`src/pkg/pio_defines.svh`:
```
`ifndef PIO_DEFINES_SVH
`define PIO_DEFINES_SVH

// ----------------------------------------------------------------------
// register map, byte addresses on the 32-bit apb bus
// ----------------------------------------------------------------------
`define PIO_ADDR_W      8
`define PIO_OFS_CTRL    8'h00
`define PIO_OFS_RATE    8'h04
`define PIO_OFS_SCALE   8'h08
`define PIO_OFS_OFFSET  8'h0C
`define PIO_OFS_STATUS  8'h10

// ----------------------------------------------------------------------
// field positions
// ----------------------------------------------------------------------
`define PIO_CTRL_ADV    0
`define PIO_CTRL_RET    1
`define PIO_CTRL_RST    2
`define PIO_ST_ACTIVE   0
`define PIO_ST_LOOP     1
`define PIO_ST_MODE     2
`define PIO_ST_FWD      3
`define PIO_ST_BWD      4

// ----------------------------------------------------------------------
// settings: rate lsb 0.0001 rev/s, scale lsb 0.001
// ----------------------------------------------------------------------
`define PIO_RATE_W      19
`define PIO_RATE_MIN    32'h0000_0001
`define PIO_RATE_MAX    32'h0004_93E0
`define PIO_RATE_RST    19'h003E8
`define PIO_SCALE_W     15
`define PIO_SCALE_MIN   32'h0000_0001
`define PIO_SCALE_MAX   32'h0000_7530
`define PIO_SCALE_RST   15'h03E8
`define PIO_RATE_UNITS  64'd10000000

// ----------------------------------------------------------------------
// accumulator: signed q16.48 revolutions, offset out is q16.16
// ----------------------------------------------------------------------
`define PIO_ACC_W       64
`define PIO_FRAC_W      48
`define PIO_OUT_W       32

// ----------------------------------------------------------------------
// timing
// ----------------------------------------------------------------------
`define PIO_CLK_NS      8
`define PIO_CLK_HZ      64'd125000000
`define PIO_TICK_NS     250000
`define PIO_TICK_CYCLES (`PIO_TICK_NS / `PIO_CLK_NS)

`endif

```
`src/pkg/pio_pkg.sv`:
```
package pio_pkg;
    typedef enum logic [1:0] {PIO_HOLD, PIO_FWD, PIO_BWD} pio_dir_t;
    typedef enum logic [1:0] {ST_IDLE, ST_ADVANCE, ST_RETARD} pio_state_t;
    typedef enum logic [2:0] {
        REG_CTRL, REG_RATE, REG_SCALE, REG_OFFSET, REG_STATUS, REG_NONE
    } pio_reg_t;
endpackage

```
`src/pkg/pio_acc_if.sv`:
```
`include "pio_defines.svh"

interface pio_acc_if;
    import pio_pkg::*;
    logic                      tick;
    pio_dir_t                  dir;
    logic                      clear;
    logic [`PIO_RATE_W-1:0]    rate;
    logic [`PIO_SCALE_W-1:0]   scale;
    logic [`PIO_ACC_W-1:0]     acc;
    logic [`PIO_ACC_W-1:0]     delta;
    logic                      delta_valid;

    modport ctl (output tick, dir, clear, rate, scale, input acc, delta, delta_valid);
    modport store (input tick, dir, clear, rate, scale, output acc, delta, delta_valid);
endinterface

```
`src/rtl/pio_top.sv`:
```
// The register addresses and the APB register port were decided locally.
`include "pio_defines.svh"

module pio_top #(
    parameter int unsigned TICK_CYCLES = `PIO_TICK_CYCLES
) (
    input  wire logic                   pclk,                   // control clock
    input  wire logic                   presetn,                // async reset, active low
    input  wire logic [`PIO_ADDR_W-1:0] paddr,                  // apb address
    input  wire logic                   psel,                   // apb select
    input  wire logic                   penable,                // apb enable
    input  wire logic                   pwrite,                 // apb write
    input  wire logic [31:0]            pwdata,                 // apb write data
    output      logic [31:0]            prdata,                 // apb read data
    output      logic                   pready,                 // apb ready
    output      logic                   pslverr,                // apb error
    input  wire logic                   loop_running,           // position loop operating
    input  wire logic                   encoder_vector_control, // closed-loop mode
    output      logic [`PIO_OUT_W-1:0]  inch_offset,            // offset q16.16 rev
    output      logic [`PIO_ACC_W-1:0]  inch_delta,             // step q16.48 rev
    output      logic                   inch_delta_valid,       // step pulse
    output      logic                   inch_active             // inch in progress
);
    import pio_pkg::*;

    // --------------------------------------------------------------
    // decoding and clamping helpers
    // --------------------------------------------------------------
    function automatic pio_reg_t decode_reg(input logic [`PIO_ADDR_W-1:0] a);
        case (a)
            `PIO_OFS_CTRL:   decode_reg = REG_CTRL;
            `PIO_OFS_RATE:   decode_reg = REG_RATE;
            `PIO_OFS_SCALE:  decode_reg = REG_SCALE;
            `PIO_OFS_OFFSET: decode_reg = REG_OFFSET;
            `PIO_OFS_STATUS: decode_reg = REG_STATUS;
            default:         decode_reg = REG_NONE;
        endcase
    endfunction

    // out-of-range writes saturate rather than fault, so a bad value
    // never stops the inch entirely
    function automatic logic [31:0] clamp32(input logic [31:0] v,
                                            input logic [31:0] lo,
                                            input logic [31:0] hi);
        if (v < lo) begin
            clamp32 = lo;
        end else if (v > hi) begin
            clamp32 = hi;
        end else begin
            clamp32 = v;
        end
    endfunction

    // --------------------------------------------------------------
    // declarations
    // --------------------------------------------------------------
    pio_acc_if acc_bus ();

    logic                     ctrl_adv;
    logic                     ctrl_ret;
    logic                     ctrl_rst;
    logic [`PIO_RATE_W-1:0]   rate_set;
    logic [`PIO_SCALE_W-1:0]  scale_set;
    logic [31:0]              tick_cnt;
    logic                     tick;
    pio_state_t               state;
    pio_state_t               next_state;
    pio_dir_t                 dir;
    pio_reg_t                 reg_sel;
    logic                     apb_acc;
    logic                     wr_en;
    logic [31:0]              rd_word;

    assign reg_sel = decode_reg(paddr);
    assign apb_acc = psel && penable;
    assign wr_en   = apb_acc && pready && pwrite;

    // --------------------------------------------------------------
    // apb slave: one wait state, answer on the second access cycle
    // --------------------------------------------------------------
    always_ff @(posedge pclk or negedge presetn) begin
        if (!presetn) begin
            pready <= 1'b0;
        end else begin
            pready <= apb_acc && !pready;
        end
    end

    always_ff @(posedge pclk or negedge presetn) begin
        if (!presetn) begin
            pslverr <= 1'b0;
        end else begin
            pslverr <= apb_acc && !pready && (reg_sel == REG_NONE);
        end
    end

    always_comb begin
        rd_word = '0;
        unique case (reg_sel)
            REG_CTRL: begin
                rd_word[`PIO_CTRL_ADV] = ctrl_adv;
                rd_word[`PIO_CTRL_RET] = ctrl_ret;
                rd_word[`PIO_CTRL_RST] = ctrl_rst;
            end
            REG_RATE:   rd_word = 32'(rate_set);
            REG_SCALE:  rd_word = 32'(scale_set);
            REG_OFFSET: rd_word = inch_offset;
            REG_STATUS: begin
                rd_word[`PIO_ST_ACTIVE] = inch_active;
                rd_word[`PIO_ST_LOOP]   = loop_running;
                rd_word[`PIO_ST_MODE]   = encoder_vector_control;
                rd_word[`PIO_ST_FWD]    = (state == ST_ADVANCE);
                rd_word[`PIO_ST_BWD]    = (state == ST_RETARD);
            end
            REG_NONE:   rd_word = '0;
        endcase
    end

    always_ff @(posedge pclk or negedge presetn) begin
        if (!presetn) begin
            prdata <= '0;
        end else if (apb_acc && !pready) begin
            prdata <= pwrite ? 32'h0000_0000 : rd_word;
        end
    end

    // --------------------------------------------------------------
    // control and settings registers
    // --------------------------------------------------------------
    always_ff @(posedge pclk or negedge presetn) begin
        if (!presetn) begin
            ctrl_adv <= 1'b0;
            ctrl_ret <= 1'b0;
            ctrl_rst <= 1'b0;
        end else if (wr_en && reg_sel == REG_CTRL) begin
            ctrl_adv <= pwdata[`PIO_CTRL_ADV];
            ctrl_ret <= pwdata[`PIO_CTRL_RET];
            ctrl_rst <= pwdata[`PIO_CTRL_RST];
        end
    end

    always_ff @(posedge pclk or negedge presetn) begin
        if (!presetn) begin
            rate_set <= `PIO_RATE_RST;
        end else if (wr_en && reg_sel == REG_RATE) begin
            rate_set <= `PIO_RATE_W'(clamp32(pwdata, `PIO_RATE_MIN, `PIO_RATE_MAX));
        end
    end

    always_ff @(posedge pclk or negedge presetn) begin
        if (!presetn) begin
            scale_set <= `PIO_SCALE_RST;
        end else if (wr_en && reg_sel == REG_SCALE) begin
            scale_set <= `PIO_SCALE_W'(clamp32(pwdata, `PIO_SCALE_MIN, `PIO_SCALE_MAX));
        end
    end

    // --------------------------------------------------------------
    // control sample tick
    // --------------------------------------------------------------
    always_ff @(posedge pclk or negedge presetn) begin
        if (!presetn) begin
            tick_cnt <= '0;
            tick     <= 1'b0;
        end else begin
            tick <= (tick_cnt == 32'(TICK_CYCLES - 1));
            if (tick_cnt == 32'(TICK_CYCLES - 1)) begin
                tick_cnt <= '0;
            end else begin
                tick_cnt <= tick_cnt + 32'h0000_0001;
            end
        end
    end

    // --------------------------------------------------------------
    // inch direction state
    // --------------------------------------------------------------
    always_comb begin
        if (!encoder_vector_control) begin
            next_state = ST_IDLE;
        end else if (ctrl_adv && !ctrl_ret) begin
            next_state = ST_ADVANCE;
        end else if (ctrl_ret && !ctrl_adv) begin
            next_state = ST_RETARD;
        end else begin
            next_state = ST_IDLE;
        end
    end

    always_ff @(posedge pclk or negedge presetn) begin
        if (!presetn) begin
            state <= ST_IDLE;
        end else begin
            state <= next_state;
        end
    end

    always_ff @(posedge pclk or negedge presetn) begin
        if (!presetn) begin
            inch_active <= 1'b0;
        end else begin
            inch_active <= (next_state != ST_IDLE);
        end
    end

    // mode is gated again here so a mode drop stops the very next tick
    always_comb begin
        unique case (state)
            ST_ADVANCE: dir = encoder_vector_control ? PIO_FWD : PIO_HOLD;
            ST_RETARD:  dir = encoder_vector_control ? PIO_BWD : PIO_HOLD;
            ST_IDLE:    dir = PIO_HOLD;
            default:    dir = PIO_HOLD;
        endcase
    end

    // --------------------------------------------------------------
    // accumulator hookup
    // --------------------------------------------------------------
    assign acc_bus.tick  = tick;
    assign acc_bus.dir   = dir;
    assign acc_bus.clear = ctrl_rst && !loop_running;
    assign acc_bus.rate  = rate_set;
    assign acc_bus.scale = scale_set;

    pio_accum #(
        .TICK_CYCLES (TICK_CYCLES)
    ) u_accum (
        .pclk    (pclk),
        .presetn (presetn),
        .bus     (acc_bus.store)
    );

    assign inch_offset      = acc_bus.acc[`PIO_ACC_W-1:`PIO_ACC_W-`PIO_OUT_W];
    assign inch_delta       = acc_bus.delta;
    assign inch_delta_valid = acc_bus.delta_valid;
endmodule

```
`src/rtl/pio_accum.sv`:
```
`include "pio_defines.svh"

module pio_accum #(
    parameter int unsigned TICK_CYCLES = `PIO_TICK_CYCLES
) (
    input  wire logic  pclk,    // control clock
    input  wire logic  presetn, // async reset, active low
    pio_acc_if.store   bus      // step control and accumulator state
);
    import pio_pkg::*;

    // --------------------------------------------------------------
    // step size per sample tick, q16.48 revolutions
    // --------------------------------------------------------------
    // gain folds the 1e-7 rev/s product lsb and the tick period into
    // one constant so no divider is needed at run time
    localparam logic [63:0] STEP_GAIN =
        ((64'd1 << `PIO_FRAC_W) * 64'(TICK_CYCLES)) / (`PIO_RATE_UNITS * `PIO_CLK_HZ);

    logic [`PIO_ACC_W-1:0] step;

    always_ff @(posedge pclk or negedge presetn) begin
        if (!presetn) begin
            step <= '0;
        end else begin
            step <= 64'(bus.rate) * 64'(bus.scale) * STEP_GAIN;
        end
    end

    // --------------------------------------------------------------
    // offset accumulator
    // --------------------------------------------------------------
    // wraps beyond +-32768 rev; far outside any useful inch distance
    always_ff @(posedge pclk or negedge presetn) begin
        if (!presetn) begin
            bus.acc <= '0;
        end else if (bus.clear) begin
            bus.acc <= '0;
        end else if (bus.tick) begin
            unique case (bus.dir)
                PIO_FWD:  bus.acc <= bus.acc + step;
                PIO_BWD:  bus.acc <= bus.acc - step;
                PIO_HOLD: bus.acc <= bus.acc;
                default:  bus.acc <= bus.acc;
            endcase
        end
    end

    always_ff @(posedge pclk or negedge presetn) begin
        if (!presetn) begin
            bus.delta       <= '0;
            bus.delta_valid <= 1'b0;
        end else begin
            bus.delta_valid <= bus.tick && !bus.clear && (bus.dir != PIO_HOLD);
            if (bus.tick && !bus.clear && bus.dir == PIO_FWD) begin
                bus.delta <= step;
            end else if (bus.tick && !bus.clear && bus.dir == PIO_BWD) begin
                bus.delta <= 64'(-step);
            end
        end
    end
endmodule

```
`config.mk`:
```
export PLATFORM = sky130hd
export DESIGN_NAME = pio_top
export DESIGN_NICKNAME = d
export VERILOG_FILES = /design/src/pkg/pio_pkg.sv /design/src/pkg/pio_acc_if.sv /design/src/rtl/pio_top.sv /design/src/rtl/pio_accum.sv
export VERILOG_INCLUDE_DIRS = /design/src /design/src/pkg
export SDC_FILE = /design/constraint.sdc
export NUM_CORES = 2
export LEC_CHECK = 0
export BUFFER_PORTS_ARGS = -buffer_cell sky130_fd_sc_hd__buf_2
export CAP_MARGIN = 5
export CORE_ASPECT_RATIO = 0.5
export CORE_MARGIN = 5
export CORE_UTILIZATION = 50
export CTS_CLUSTER_SIZE = 24
export DETAILED_ROUTE_END_ITERATION = 16
export PLACE_DENSITY_LB_ADDON = 0.2
export SLEW_MARGIN = 20
export SYNTH_ARGS = -nofsm -noshare
export SYNTH_HDL_FRONTEND = slang
export SYNTH_SLANG_ARGS = --single-unit
```
`constraint.sdc`:
```
create_clock -name pclk -period 11.1 [get_ports pclk]
set_clock_uncertainty 0.15 [all_clocks]
set_input_delay 0.555 -clock pclk [delete_from_list [all_inputs] [get_ports pclk]]
set_output_delay 0.555 -clock pclk [all_outputs]
set_load 0.01 [all_outputs]
```
==> run metrics <==
drt total wl=between 90,000 and 100,000 um; RSZ-0062 raised after global routing=true; final worst setup slack=roughly 0.030 ns; Fmax=90.3 MHz; Die ar.=~73,000 um^2; final setup fails=0; Crit. path cell count=46; max cap viols=0; Hold/Removal Path Class=in -> reg; Final period util=0.997; Num CTS Buffers=30; HPWL Detailed=74,300 um; # IOs=179; synth top area cells=fa_1, dfrtp_1, ha_1; Clk Latency, worst-skew pair=0.60 ns; DRT iter0 DRCs=~1.8k; overflow left after global routing=0; Slew HR=0.302; ANT cells=0; Port Buf Inserts=~180; PwrDens=between 50 and 60 nW/um^2; Starting Density=0.505; CTS tree=yes; EDFF count, synth=0; Crit. Startpoint=acc_bus.scale[4]$_DFFE_PN0P_; R2R cell count=46; area delta synth->final=19.8%; crit-path max FO=7; count of state elements after synthesis=277; fillers=approximately 5.8k; vias in the first global route=approximately 28k; ratio of cells with drive above 1 in the final layout=0.214; Place WS=-0.593 ns; outcome=finished, final reports clean; largest net degree at the start of global routing=106; crit end category=flop; minimum clock period=around 11 ns; drt drc=0; routed vias=27.5k; Main synth FF type=dfrtp_1; most frequent cells after synthesis=inv_1, fa_1, nand2_1; Mean Syn Cell Area=9.08 um^2; VDD IR max=roughly 0.12 mV; final non-filler cell total=between 5k and 6k; final hold violation count=0; Post-Place Cells=~5.0k; FF-to-FF End=u_accum.step[45]$_DFF_PN0_; hold depth=3; post-layout power=2.29 mW; Worst Setup EP=u_accum.step[45]$_DFF_PN0_; Routed Antenna Nets=0; vias per inst=approximately 5.4; Final #Nets=about 5k; CP Launch Type=flop; Mapped Cells=between 3k and 4k; worst path required time=11.43 ns; Crit Path Class=reg -> reg; DR WL/cell=18.3 um; CTS root buffer=clkbuf_16; core area=67,100 um^2; critical path arrival=11.40 ns; Worst path max stage delay=0.56 ns; GP Congestion=between 0.9 and 1; clk slew on worst S/H paths=around 0.07 ns; ys async rst share=1.00; most frequent cell after synthesis=inv_1; Syn Std Cell Area=33,900 um^2; antenna violations before repair=1; first-pass GRT wire length=roughly 150,000 um; delay-heaviest family, CP=adder cells; Die W=378 um; Sink Count=approximately 280; 1st-pass router iterations=5; R2R Setup Slk=between 0.02 and 0.03 ns; worst r2r src=acc_bus.scale[4]$_DFFE_PN0P_; CP dominant cell by count=fa_1; top-area cell type share of the netlist area=0.249; hold_ws=0.0874 ns; Synth Warn #=0; All-Layer GR Usage=0.252; num rows=67; Slew @ Worst Pin=roughly 1.0 ns; sequential share of the synthesized area=0.205; Bufs on Longest Clock Path=3; die height=194 um; fin. max-slew vios=0; Leakage Power=about 22 nW; CP bufs+invs=15; CP max stage cell=fa_1; Netlist cell types=95; area leader, netlist=fa_1; H-Tree Level Count=1
cell type report:
type / instances / area, um^2 / share of cell area
Sequential cell: 277 / 6960 / 0.171
Tap cell: 897 / 1120 / 0.0277
Clock buffer: 40 / 808 / 0.0199
Multi-Input combinational cell: 2674 / 25100 / 0.618
Timing Repair Buffer: 583 / 4160 / 0.103
Clock inverter: 16 / 180 / 0.00444
Inverter: 607 / 2280 / 0.0563
worst min path at each step:
stage | start | end | slack, ns
6_report | encoder_vector_control | state[1]$_DFF_PN0_ | 0.09
5_1_grt | pwdata[3] | acc_bus.rate[3]$_DFFE_PN1P_ | 0.08
4_1_cts | encoder_vector_control | state[1]$_DFF_PN0_ | 0.06
3_5_place_dp | u_accum.bus.delta[47]$_DFFE_PN0P_ | u_accum.bus.delta[47]$_DFFE_PN0P_ | 0.31
3_3_place_gp | u_accum.bus.delta[55]$_DFFE_PN0P_ | u_accum.bus.delta[55]$_DFFE_PN0P_ | 0.30
2_1_floorplan | presetn | acc_bus.rate[0]$_DFFE_PN0P_ | 0.11
tightest hold or removal path, cell delays in order:
cell and delay, ns:
buf_2 0.14, nand2_1 0.06, nor2_1 0.04
registers in the layout, indices dropped and copies added (netlist names):
signal / flops
acc_bus.rate: 19
pslverr: 1
u_accum.bus.delta: 62
inch_active: 1
u_accum.bus.acc: 62
ctrl_rst: 1
tick_cnt: 32
ctrl_adv: 1
u_accum.step: 45
pready: 1
u_accum.bus.delta_valid: 1
ctrl_ret: 1
prdata: 32
acc_bus.tick: 1
state: 2
acc_bus.scale: 15
per-layer routing:
metal / part of all wire / GRT usage
met2: 0.46 / 0.403
met5: 0 / 0
met1: 0.45 / 0.359
met3: 0.070 / 0.0467
met4: 0.023 / 0.0553
logic make-up after synthesis:
family	count (synthesis)	synth area share
adder cells (fa/ha/maj)	710	0.356
AO/OA/AOI/OAI	678	0.131
flip-flops	277	0.205
multiplexers	16	0.00521
buffers and inverters	780	0.0908
XOR/XNOR	248	0.0650
AND/OR/NAND/NOR	1020	0.147
other	1	0.000111
metrics by stage:
| stage | setup TNS [ns] | area (um^2) | util |
|---|---|---|---|
| after floorplan | -0.0883 | 33900 | - |
| after global placement | -4.73 | 37800 | 0.563 |
| after detailed placement | -4.43 | 37800 | 0.563 |
| after CTS | -0.0336 | 39800 | 0.593 |
| after global routing | -2.60 | 40600 | 0.605 |
| final | 0 | 40600 | 0.605 |
power by group:
group          switching [mW]  total (mW)  internal [mW]
combinational           0.144       0.236         0.0914
clock                   0.473        1.04          0.565
sequential            0.00134        1.01           1.01
total                   0.619        2.29           1.67
timing repair:
item	4_1_cts	5_1_grt
pin swaps	86	169
hold buffers	1	0
cloned	0	1
buffers inserted	36	31
endpoints found under the setup margin	13	15
resized for setup	141	145
endpoints found under the hold margin	104	0
cells in the final DEF, fill, tap and decap left out, types with 37 or more instances in the layout:
cell,netlist,layout
nand2_1,355,348
o21ai_0,174,160
nand3_1,42,40
and2_1,196,189
buf_2,8,175
nand4_1,37,37
a21o_1,116,114
fa_1,421,411
inv_1,607,568
xnor2_1,142,127
a21oi_1,149,129
nor3_1,61,57
xor2_1,102,98
nor2_1,208,192
dfrtp_1,265,256
ha_1,289,259
inv_2,0,38
buf_4,34,369
Power figures use the tool's default switching activity.
